**src/hdl/strap_cfg_pkg.sv**
```systemverilog
// constants, field layouts and strap decoding for the strap configuration loader
package strap_cfg_pkg;
   // ****************************************
   // timing
   // ****************************************
   localparam int unsigned CLOCK_MHZ = 250;
   localparam int unsigned BURN_TIME_MS = 100;
   localparam int unsigned BURN_CYCLES = BURN_TIME_MS * CLOCK_MHZ * 1000;
   localparam int unsigned BURN_W = 25;

   // ****************************************
   // register map
   // ****************************************
   localparam logic [7:0] OFS_SOURCE_SEL = 8'h00;
   localparam logic [7:0] OFS_NVM_CMD = 8'h04;
   localparam logic [7:0] OFS_STATUS = 8'h08;
   localparam logic [7:0] OFS_OC_THRESHOLD = 8'h0C;
   localparam logic [7:0] OFS_PRIMARY_CFG = 8'h10;
   localparam logic [7:0] OFS_ADDR_LOOP = 8'h14;
   localparam logic [7:0] OFS_VOUT_CFG = 8'h18;

   // strap_source_select bits: 1 = stored value, 0 = strap
   localparam int unsigned SEL_OCL = 0;
   localparam int unsigned SEL_ADDR = 1;
   localparam int unsigned SEL_LOOP = 2;
   localparam int unsigned SEL_VOUT = 3;
   localparam logic [3:0] SOURCE_SEL_RESET = 4'h0;

   // nvm command bits
   localparam int unsigned CMD_STORE = 0;
   localparam int unsigned CMD_RESTORE = 1;

   // status bits
   localparam int unsigned ST_STRAPS_DONE = 0;
   localparam int unsigned ST_EXT_DIV = 1;
   localparam int unsigned ST_POR_FAULT = 2;
   localparam int unsigned ST_POWER_ON = 3;
   localparam int unsigned ST_BUS_EN = 4;
   localparam int unsigned ST_BURN_BUSY = 5;

   // field positions
   localparam int unsigned F_SS_LSB = 0;
   localparam int unsigned F_HICCUP = 8;
   localparam int unsigned F_LOOP_LSB = 8;
   localparam int unsigned F_CLASS_LSB = 8;

   // ****************************************
   // strap codes and values
   // ****************************************
   localparam int unsigned CODE_W = 5;
   localparam logic [1:0] PIN_PRIMARY = 2'h0;
   localparam logic [1:0] PIN_OUTPUT = 2'h3;
   localparam logic [4:0] PRIMARY_CODE_MAX = 5'h16;
   localparam logic [4:0] PRIMARY_EXT_FIRST = 5'h0C;
   localparam logic [4:0] CLASS1_FIRST = 5'h05;
   localparam logic [4:0] CLASS2_FIRST = 5'h0F;
   localparam logic [7:0] OCL_25A = 8'h19;
   localparam logic [7:0] OCL_20A = 8'h14;
   localparam logic [7:0] OCL_15A = 8'h0F;
   localparam logic [1:0] SS_0P5MS = 2'h0;
   localparam logic [1:0] SS_2MS = 2'h1;
   localparam logic [1:0] SS_4MS = 2'h2;
   localparam logic [1:0] SS_8MS = 2'h3;
   localparam logic [1:0] CLASS_LOW = 2'h0;
   localparam logic [1:0] CLASS_MID = 2'h1;
   localparam logic [1:0] CLASS_HIGH = 2'h2;

   // stored values at reset
   localparam logic [7:0] NV_OC_RESET = 8'h19;
   localparam logic [4:0] NV_ADDR_RESET = 5'h00;
   localparam logic [4:0] NV_LOOP_RESET = 5'h00;
   localparam logic [4:0] NV_VOUT_RESET = 5'h00;

   typedef struct packed {
      logic [7:0] current_limit_level;
      logic [1:0] ss;
      logic hiccup;
      logic ext_div;
   } primary_cfg_t;

   // primary strap code to limit, soft start, response, divider
   function automatic primary_cfg_t decode_primary(input logic [4:0] code);
      primary_cfg_t r;
      logic [4:0] c;
      logic [3:0] j;
      c = (code > PRIMARY_CODE_MAX) ? PRIMARY_CODE_MAX : code;
      j = 4'(c - PRIMARY_EXT_FIRST);
      r.ext_div = (c >= PRIMARY_EXT_FIRST);
      if (!r.ext_div) begin
         r.current_limit_level = (c < 5'h04) ? OCL_25A : (c < 5'h08) ? OCL_20A : OCL_15A;
         r.ss = c[0] ? SS_2MS : SS_0P5MS;
         r.hiccup = c[1];
      end else begin
         r.current_limit_level = (j < 4'h4) ? OCL_25A : (j < 4'h8) ? OCL_20A : OCL_15A;
         r.ss = (j < 4'h8) ? j[1:0] : (j == 4'h8) ? SS_0P5MS : (j == 4'h9) ? SS_2MS : SS_8MS;
         r.hiccup = 1'b1;
      end
      return r;
   endfunction

   // output level code to range class
   function automatic logic [1:0] vout_class(input logic [4:0] code);
      return (code < CLASS1_FIRST) ? CLASS_LOW : (code < CLASS2_FIRST) ? CLASS_MID : CLASS_HIGH;
   endfunction
endpackage

```
**src/hdl/strap_cfg_ifs.sv**
```systemverilog
// internal carriers between the loader, the strap sampler and the bus slave
`timescale 1ns/1ps
interface strap_if;
   logic start;
   logic done;
   logic [3:0][4:0] codes;
   modport sampler(input start, output done, output codes);
   modport loader(output start, input done, input codes);
endinterface

interface regbus_if;
   logic wr;
   logic [7:0] addr;
   logic [31:0] wdata;
   logic [31:0] rdata;
   logic err;
   modport slave(output wr, output addr, output wdata, input rdata, input err);
   modport regs(input wr, input addr, input wdata, output rdata, output err);
endinterface

```
**src/hdl/strap_sampler.sv**
```systemverilog
// walks the four strap pins in order and collects their resistance codes
`timescale 1ns/1ps
module strap_sampler (
   input wire logic clock,
   input wire logic rst,
   strap_if.sampler sif,
   input wire logic sense_done,
   input wire logic [4:0] sense_code,
   output logic [1:0] sense_pin_q,
   output logic sense_req_q
);
   import strap_cfg_pkg::*;

   typedef enum logic [1:0] {S_IDLE, S_REQ, S_RELEASE} samp_state_t;
   samp_state_t state_q;
   logic done_m_q, done_s_q;
   logic [4:0] code_m_q, code_s_q;
   logic done_q;
   logic [3:0][4:0] codes_q;

   // ****************************************
   // pin synchronisers
   // ****************************************
   always_ff @(posedge clock) begin
      done_m_q <= sense_done;
      done_s_q <= done_m_q;
      code_m_q <= sense_code;
      code_s_q <= code_m_q;
   end

   // ****************************************
   // sequence
   // ****************************************
   always_ff @(posedge clock) begin
      if (rst) begin
         state_q <= S_IDLE;
         sense_pin_q <= PIN_PRIMARY;
         sense_req_q <= 1'b0;
         done_q <= 1'b0;
         codes_q <= '0;
      end else begin
         unique case (state_q)
            S_IDLE: begin
               if (sif.start) begin
                  sense_pin_q <= PIN_PRIMARY;
                  sense_req_q <= 1'b1;
                  done_q <= 1'b0;
                  state_q <= S_REQ;
               end
            end
            S_REQ: begin
               if (done_s_q) begin
                  codes_q[sense_pin_q] <= code_s_q;
                  sense_req_q <= 1'b0;
                  state_q <= S_RELEASE;
               end
            end
            S_RELEASE: begin
               if (!done_s_q) begin
                  if (sense_pin_q == PIN_OUTPUT) begin
                     done_q <= 1'b1;
                     state_q <= S_IDLE;
                  end else begin
                     sense_pin_q <= sense_pin_q + 2'h1;
                     sense_req_q <= 1'b1;
                     state_q <= S_REQ;
                  end
               end
            end
         endcase
      end
   end

   assign sif.done = done_q;
   assign sif.codes = codes_q;
endmodule

```
**src/hdl/apb_cfg_slave.sv**
```systemverilog
// apb slave front end: one wait state, registered answers
`timescale 1ns/1ps
module apb_cfg_slave (
   input wire logic clock,
   input wire logic rst,
   input wire logic psel,
   input wire logic penable,
   input wire logic pwrite,
   input wire logic [7:0] paddr,
   input wire logic [31:0] pwdata,
   output logic pready_q,
   output logic [31:0] prdata_q,
   output logic pslverr_q,
   regbus_if.slave rb
);
   wire access = psel && penable;
   wire last = access && pready_q;

   always_ff @(posedge clock) begin
      if (rst) begin
         pready_q <= 1'b0;
         prdata_q <= 32'h0;
         pslverr_q <= 1'b0;
      end else begin
         pready_q <= access && !pready_q;
         if (access && !pready_q) begin
            prdata_q <= pwrite ? 32'h0 : rb.rdata;
            pslverr_q <= rb.err;
         end else if (last) begin
            prdata_q <= 32'h0;
            pslverr_q <= 1'b0;
         end
      end
   end

   assign rb.wr = last && pwrite && !rb.err;
   assign rb.addr = paddr;
   assign rb.wdata = pwdata;
endmodule

```
**src/hdl/pin_strap_config_loader.sv**
```systemverilog
// strap configuration loader: power-up sequencing, strap decode, source select, store and restore
//
// Notes on behaviour
// - initial values come from four strap pins
// - select bit picks strap or stored value
// - straps read primary, address, loop, output level
// - external divider ignores output level strap
// - internal divider: output level sets voltage, range
// - limit source bit picks backup or strap
// - strapped limit overwrites overcurrent threshold register
// - one fault response for temperature, over, under
// - internal codes: 25/20/15 A, 0.5/2 ms
// - external codes: always hiccup, up to 8 ms
// - detection and bus after all supplies ok
// - power lost mid-burn gives reset fault later
// - single input: any supply/enable order starts
// - split rail: power, bias, enable all needed
`timescale 1ns/1ps
module pin_strap_config_loader #(
   parameter int unsigned burn_cycles = strap_cfg_pkg::BURN_CYCLES
) (
   input wire logic clock,
   input wire logic rst,
   input wire logic psel,
   input wire logic penable,
   input wire logic pwrite,
   input wire logic [7:0] paddr,
   input wire logic [31:0] pwdata,
   output logic pready_q,
   output logic [31:0] prdata_q,
   output logic pslverr_q,
   input wire logic input_supply_ok,
   input wire logic bias_supply_ok,
   input wire logic driver_bias_rail_ok,
   input wire logic enable_in,
   input wire logic split_rail_mode,
   input wire logic sense_done,
   input wire logic [4:0] sense_code,
   output logic [1:0] sense_pin_q,
   output logic sense_req_q,
   output logic bus_enable_q,
   output logic power_on_q,
   output logic ext_divider_q,
   output logic [7:0] current_limit_level_q,
   output logic [1:0] soft_start_q,
   output logic fault_hiccup_q,
   output logic [4:0] bus_address_q,
   output logic [4:0] loop_config_q,
   output logic [4:0] output_level_q,
   output logic [1:0] output_range_q,
   output logic por_fault_q
);
   import strap_cfg_pkg::*;

   // ****************************************
   // supply synchronisers
   // ****************************************
   logic [4:0] sup_m_q, sup_s_q;
   always_ff @(posedge clock) begin
      sup_m_q <= {split_rail_mode, enable_in, driver_bias_rail_ok, bias_supply_ok, input_supply_ok};
      sup_s_q <= sup_m_q;
   end
   wire vin_ok = sup_s_q[0];
   wire bias_ok = sup_s_q[1];
   wire drv_ok = sup_s_q[2];
   wire en_ok = sup_s_q[3];
   wire split = sup_s_q[4];
   wire supplies_ok = vin_ok && bias_ok && drv_ok;

   // ****************************************
   // sub blocks
   // ****************************************
   strap_if sif();
   regbus_if rb();

   strap_sampler u_sampler (
      .clock(clock),
      .rst(rst),
      .sif(sif.sampler),
      .sense_done(sense_done),
      .sense_code(sense_code),
      .sense_pin_q(sense_pin_q),
      .sense_req_q(sense_req_q)
   );

   apb_cfg_slave u_apb (
      .clock(clock),
      .rst(rst),
      .psel(psel),
      .penable(penable),
      .pwrite(pwrite),
      .paddr(paddr),
      .pwdata(pwdata),
      .pready_q(pready_q),
      .prdata_q(prdata_q),
      .pslverr_q(pslverr_q),
      .rb(rb.slave)
   );

   // ****************************************
   // state
   // ****************************************
   typedef enum logic [1:0] {L_OFF, L_START, L_SENSE, L_READY} load_state_t;
   load_state_t state_q;
   logic [3:0] source_sel_q;
   logic [7:0] nv_oc_q;
   logic [4:0] nv_addr_q, nv_loop_q, nv_vout_q;
   logic burn_busy_q, nv_corrupt_q, straps_done_q;
   logic [BURN_W-1:0] burn_cnt_q;

   // ****************************************
   // decode
   // ****************************************
   wire [4:0] code_primary = sif.codes[0];
   wire [4:0] code_addr = sif.codes[1];
   wire [4:0] code_loop = sif.codes[2];
   wire [4:0] code_vout = sif.codes[3];
   wire primary_cfg_t pcfg = decode_primary(code_primary);
   wire ext_div = pcfg.ext_div;
   wire [4:0] vout_pick = (ext_div || source_sel_q[SEL_VOUT]) ? nv_vout_q : code_vout;
   wire [1:0] class_pick = ext_div ? CLASS_LOW : vout_class(vout_pick);
   wire [4:0] addr_pick = source_sel_q[SEL_ADDR] ? nv_addr_q : code_addr;
   wire [4:0] loop_pick = source_sel_q[SEL_LOOP] ? nv_loop_q : code_loop;
   wire [7:0] ocl_pick = source_sel_q[SEL_OCL] ? nv_oc_q : pcfg.current_limit_level;
   wire apply = (state_q == L_SENSE) && sif.done;
   wire power_loss = !supplies_ok;

   // ****************************************
   // register access
   // ****************************************
   wire wr_sel = rb.wr && (rb.addr == OFS_SOURCE_SEL);
   wire wr_cmd = rb.wr && (rb.addr == OFS_NVM_CMD);
   wire wr_oc = rb.wr && (rb.addr == OFS_OC_THRESHOLD);
   wire wr_al = rb.wr && (rb.addr == OFS_ADDR_LOOP);
   wire wr_vo = rb.wr && (rb.addr == OFS_VOUT_CFG);
   wire store_req = wr_cmd && rb.wdata[CMD_STORE] && !burn_busy_q;
   wire restore_req = wr_cmd && rb.wdata[CMD_RESTORE] && !burn_busy_q;
   wire burn_end = burn_busy_q && (burn_cnt_q == BURN_W'(burn_cycles - 1));
   wire [31:0] status_word = {26'h0, burn_busy_q, bus_enable_q, power_on_q, por_fault_q,
      ext_divider_q, straps_done_q};
   wire [31:0] vout_word = {22'h0, output_range_q, 3'h0, output_level_q};
   wire [31:0] al_word = {19'h0, loop_config_q, 3'h0, bus_address_q};
   wire [31:0] pcfg_word = {23'h0, fault_hiccup_q, 6'h0, soft_start_q};

   always_comb begin
      rb.err = 1'b0;
      unique case (rb.addr)
         OFS_SOURCE_SEL: rb.rdata = {28'h0, source_sel_q};
         OFS_NVM_CMD: rb.rdata = {31'h0, burn_busy_q};
         OFS_STATUS: rb.rdata = status_word;
         OFS_OC_THRESHOLD: rb.rdata = {24'h0, current_limit_level_q};
         OFS_PRIMARY_CFG: rb.rdata = pcfg_word;
         OFS_ADDR_LOOP: rb.rdata = al_word;
         OFS_VOUT_CFG: rb.rdata = vout_word;
         default: begin
            rb.rdata = 32'h0;
            rb.err = 1'b1;
         end
      endcase
   end

   // ****************************************
   // power-up sequence
   // ****************************************
   always_ff @(posedge clock) begin
      if (rst) begin
         state_q <= L_OFF;
         straps_done_q <= 1'b0;
         bus_enable_q <= 1'b0;
         power_on_q <= 1'b0;
         por_fault_q <= 1'b0;
      end else if (power_loss) begin
         state_q <= L_OFF;
         straps_done_q <= 1'b0;
         bus_enable_q <= 1'b0;
         power_on_q <= 1'b0;
      end else begin
         unique case (state_q)
            L_OFF: begin
               state_q <= L_START;
               bus_enable_q <= 1'b1;
               por_fault_q <= nv_corrupt_q;
            end
            L_START: state_q <= L_SENSE;
            L_SENSE: begin
               if (sif.done) begin
                  state_q <= L_READY;
                  straps_done_q <= 1'b1;
               end
            end
            L_READY: power_on_q <= en_ok && (split ? (vin_ok && bias_ok) : vin_ok);
         endcase
      end
   end
   assign sif.start = (state_q == L_START);

   // ****************************************
   // command values
   // ****************************************
   always_ff @(posedge clock) begin
      if (rst) begin
         source_sel_q <= SOURCE_SEL_RESET;
         ext_divider_q <= 1'b0;
         current_limit_level_q <= NV_OC_RESET;
         soft_start_q <= SS_0P5MS;
         fault_hiccup_q <= 1'b0;
         bus_address_q <= NV_ADDR_RESET;
         loop_config_q <= NV_LOOP_RESET;
         output_level_q <= NV_VOUT_RESET;
         output_range_q <= CLASS_LOW;
      end else begin
         if (wr_sel)
            source_sel_q <= rb.wdata[3:0];
         if (apply) begin
            ext_divider_q <= ext_div;
            current_limit_level_q <= ocl_pick;
            soft_start_q <= pcfg.ss;
            fault_hiccup_q <= pcfg.hiccup;
            bus_address_q <= addr_pick;
            loop_config_q <= loop_pick;
            output_level_q <= vout_pick;
            output_range_q <= class_pick;
         end else if (restore_req) begin
            current_limit_level_q <= nv_oc_q;
            bus_address_q <= nv_addr_q;
            loop_config_q <= nv_loop_q;
            output_level_q <= nv_vout_q;
            output_range_q <= ext_divider_q ? CLASS_LOW : vout_class(nv_vout_q);
         end else begin
            if (wr_oc)
               current_limit_level_q <= rb.wdata[7:0];
            if (wr_al) begin
               bus_address_q <= rb.wdata[4:0];
               loop_config_q <= rb.wdata[F_LOOP_LSB +: CODE_W];
            end
            if (wr_vo && !ext_divider_q) begin
               output_level_q <= rb.wdata[4:0];
               output_range_q <= vout_class(rb.wdata[4:0]);
            end
         end
      end
   end

   // ****************************************
   // non-volatile store
   // ****************************************
   always_ff @(posedge clock) begin
      if (rst) begin
         burn_busy_q <= 1'b0;
         burn_cnt_q <= '0;
         nv_corrupt_q <= 1'b0;
         nv_oc_q <= NV_OC_RESET;
         nv_addr_q <= NV_ADDR_RESET;
         nv_loop_q <= NV_LOOP_RESET;
         nv_vout_q <= NV_VOUT_RESET;
      end else if (burn_busy_q && power_loss) begin
         burn_busy_q <= 1'b0;
         nv_corrupt_q <= 1'b1;
      end else if (store_req) begin
         burn_busy_q <= 1'b1;
         burn_cnt_q <= '0;
      end else if (burn_end) begin
         burn_busy_q <= 1'b0;
         nv_corrupt_q <= 1'b0;
         nv_oc_q <= current_limit_level_q;
         nv_addr_q <= bus_address_q;
         nv_loop_q <= loop_config_q;
         nv_vout_q <= output_level_q;
      end else if (burn_busy_q) begin
         burn_cnt_q <= burn_cnt_q + BURN_W'(1);
      end
   end
endmodule

```
**config.mk**
```make
export PLATFORM = sky130hd
export DESIGN_NAME = pin_strap_config_loader
export DESIGN_NICKNAME = d
export VERILOG_FILES = /design/src/hdl/strap_cfg_pkg.sv /design/src/hdl/strap_cfg_ifs.sv /design/src/hdl/strap_sampler.sv /design/src/hdl/apb_cfg_slave.sv /design/src/hdl/pin_strap_config_loader.sv
export SDC_FILE = /design/constraint.sdc
export NUM_CORES = 1
export LEC_CHECK = 0
export ABC_AREA = 1
export BUFFER_PORTS_ARGS = -buffer_cell sky130_fd_sc_hd__buf_4
export CORE_MARGIN = 2
export CORE_UTILIZATION = 64
export CTS_BUF_LIST = sky130_fd_sc_hd__clkbuf_2 sky130_fd_sc_hd__clkbuf_4 sky130_fd_sc_hd__clkbuf_8
export DETAILED_ROUTE_END_ITERATION = 6
export HOLD_SLACK_MARGIN = 0.1
export PLACE_DENSITY = 0.88
export SYNTH_ARGS = -nofsm -noshare
export SYNTH_HDL_FRONTEND = slang
export SYNTH_HIERARCHICAL = 1
export SYNTH_SLANG_ARGS = --single-unit
```
**constraint.sdc**
```tcl
create_clock -name clock -period 4.8 [get_ports clock]
set_input_delay 0.24 -clock clock [delete_from_list [all_inputs] [get_ports clock]]
set_output_delay 0.24 -clock clock [all_outputs]
set_load 0.03 [all_outputs]
```
==> flow_summary.yaml <==
outcome:
  status: "completed"
clock_network:
  post_cts.repair.setup_buffers: 0
  cts-root-buf: "clkbuf_8"
  cts_buffers: 17
  cts_tree: "done"
  postCtsHoldBufs: 17
  clk_pin_slew_ps: 90
  htree_levels: 4
  clkLatencyLatePin_ps: 470
  clockBufferDepth: 2
  cts.repair.resized: 0
  clock_sinks: 171
drt:
  routedWlPerCell_um: 14.3
  drtAntennaViolNets: 0
  vias: 8216
  dr.pass1.iters: 5
  drt_wl_total_um: 21300
  drc: 0
  drt_iter0_drc: 828
  vias_per_cell: 5.51
pwr:
  finalPower_mw: 2.62
  powerDensity_nw_per_um2: 268
  vdd_drop_max_mv: 0.204
  power.leakage_nw: 4.06
synthesis:
  yosys_warnings: 6
  synthesis.area_um2: 8630
  netlist_instances: 1217
  syn_area_per_cell_um2: 7.09
cells_and_area:
  num-nets-final: 1373
  antenna_cells: 0
  finish.utilization: 0.742
  fillers: 1086
  final_layout_size_suffix_gt1_frac: 0.146
  syn2layout_area_growth_pct: 13.4
  instances_no_fill: 1492
placement:
  place_congestion: 0.939
  hpwlAfterDp_um: 14400
  post-place-cells: 1443
  io_buffers: 105
timing:
  fin_crit_ps: 2810
  fin_crit_sh: 0.584
  drv_slew: 0
  clock.fmax_mhz: 356
  worst_slew_pin_slew_ps: 1000
  finalHoldViolCount: 0
  skew_ps: 9.90
  rsz0062_at_grt: "false"
  slew_headroom: 0.333
  setup_tns_ps: 0
  setup_viol: 0
setup_path:
  arrival_ps: 3170
  path_class: "register to register"
  cp_max_fo: 25
  end_kind: "register"
  critPathRequiredTime_ps: 5160
  critPathLaunchType: "register"
grt:
  antenna_found_initial: 0
  grt_use_total: 0.295
  grt_max_degree: 87
  gr-total-overflow: 0
  grt_pass1_vias: 7322
  grt_pass1_wl_um: 34400
floorplan:
  initial_core_util: 0.655
  coreArea_um2: 13200
  die_h_um: 120
  dieArea_um2: 14400
  dieWidth_um: 120
  fp-row-count: 42
  boundaryPins: 125
job:
  maxCapViolCount: 0
hold_path:
  min_path_type: "input port to register"
==> worst paths after layout <==
check / slack [ps] / endpoint / depth (start not counted) / startpoint
worst min-delay path: 150 / source_sel_q[0] / 3 / pwdata[0]
worst max-delay path: 1990 / burn_cnt_q[2] / 9 / u_apb/pready_q
worst min register to register: 330 / sup_s_q[1] / 0 / sup_m_q[1]
worst max register to register: 1990 / burn_cnt_q[2] / 9 / u_apb/pready_q
==> placed cells by master, fill, tap and decap left out, types with 3 or more instances in the layout <==
cell type / instances
clkinvlp_4: 7
dlygate4sd3_1: 17
nor3_1: 11
xor2_1: 9
nor2_4: 4
buf_4: 108
a21oi_2: 12
inv_1: 151
xnor2_1: 9
nand3b_1: 4
o21ai_0: 78
clkbuf_8: 17
nor2_1: 100
nand3_1: 84
nand2_1: 258
o21ai_1: 7
nand2_2: 14
dfxtp_1: 171
a32o_1: 3
a21oi_1: 135
nor3b_1: 3
conb_1: 19
ha_1: 14
inv_2: 6
nand2_4: 3
o22ai_1: 3
o211ai_1: 13
nand4_1: 20
o211ai_2: 4
o21bai_1: 5
==> report_power, final <==
part	total (mW)	switching, mW	internal, mW
registers	1.45	0.0119	1.43
clock network	1.01	0.539	0.475
logic	0.163	0.101	0.0624
total	2.62	0.652	1.97
==> per-stage QoR <==
step,cell area [um2],hold slack (ps),worst slack (ps)
global route,9790,130,1720
floorplan,8700,268,2600
CTS,9790,124,2020
detailed placement,9230,312,1680
global placement,9230,310,1690
finish,9790,150,1990
==> layout make-up <==
class | instances | area (um2) | area share
clock buffer | 19 | 249 | 0.0254
clock inverter | 13 | 144 | 0.0147
timing repair buffer | 125 | 981 | 0.100
multi-input combinational | 829 | 4180 | 0.427
tap | 176 | 220 | 0.0225
inverter | 159 | 597 | 0.0609
sequential | 171 | 3420 | 0.350
==> per-layer routing <==
layer  part of all wire  vias to the layer above  track usage
met5                  0                        -            0
met4              0.021                        0        0.115
met3              0.083                       41       0.0532
met2               0.48                      370        0.496
met1               0.42                     3744        0.376
li1                   -                     4061            -
==> flip-flops by register name, indices dropped and copies added, names as in the netlist, 8 cells and up <==
| signal | flops |
|---|---|
| u_sampler/sif.codes | 20 |
| nv_oc_q | 8 |
| current_limit_level_q | 8 |
| burn_cnt_q | 25 |
| u_apb/prdata_q | 32 |
==> worst max-delay path, stage by stage (launching register included) <==
cell and delay, ps:
dfxtp_1 480, nand2_1 130, nor3_1 370, inv_1 210
nor2_4 210, nand2_2 90, a21oi_4 540, inv_2 350
o21ai_0 250, a21oi_1 60
Power figures use the tool's default switching activity.
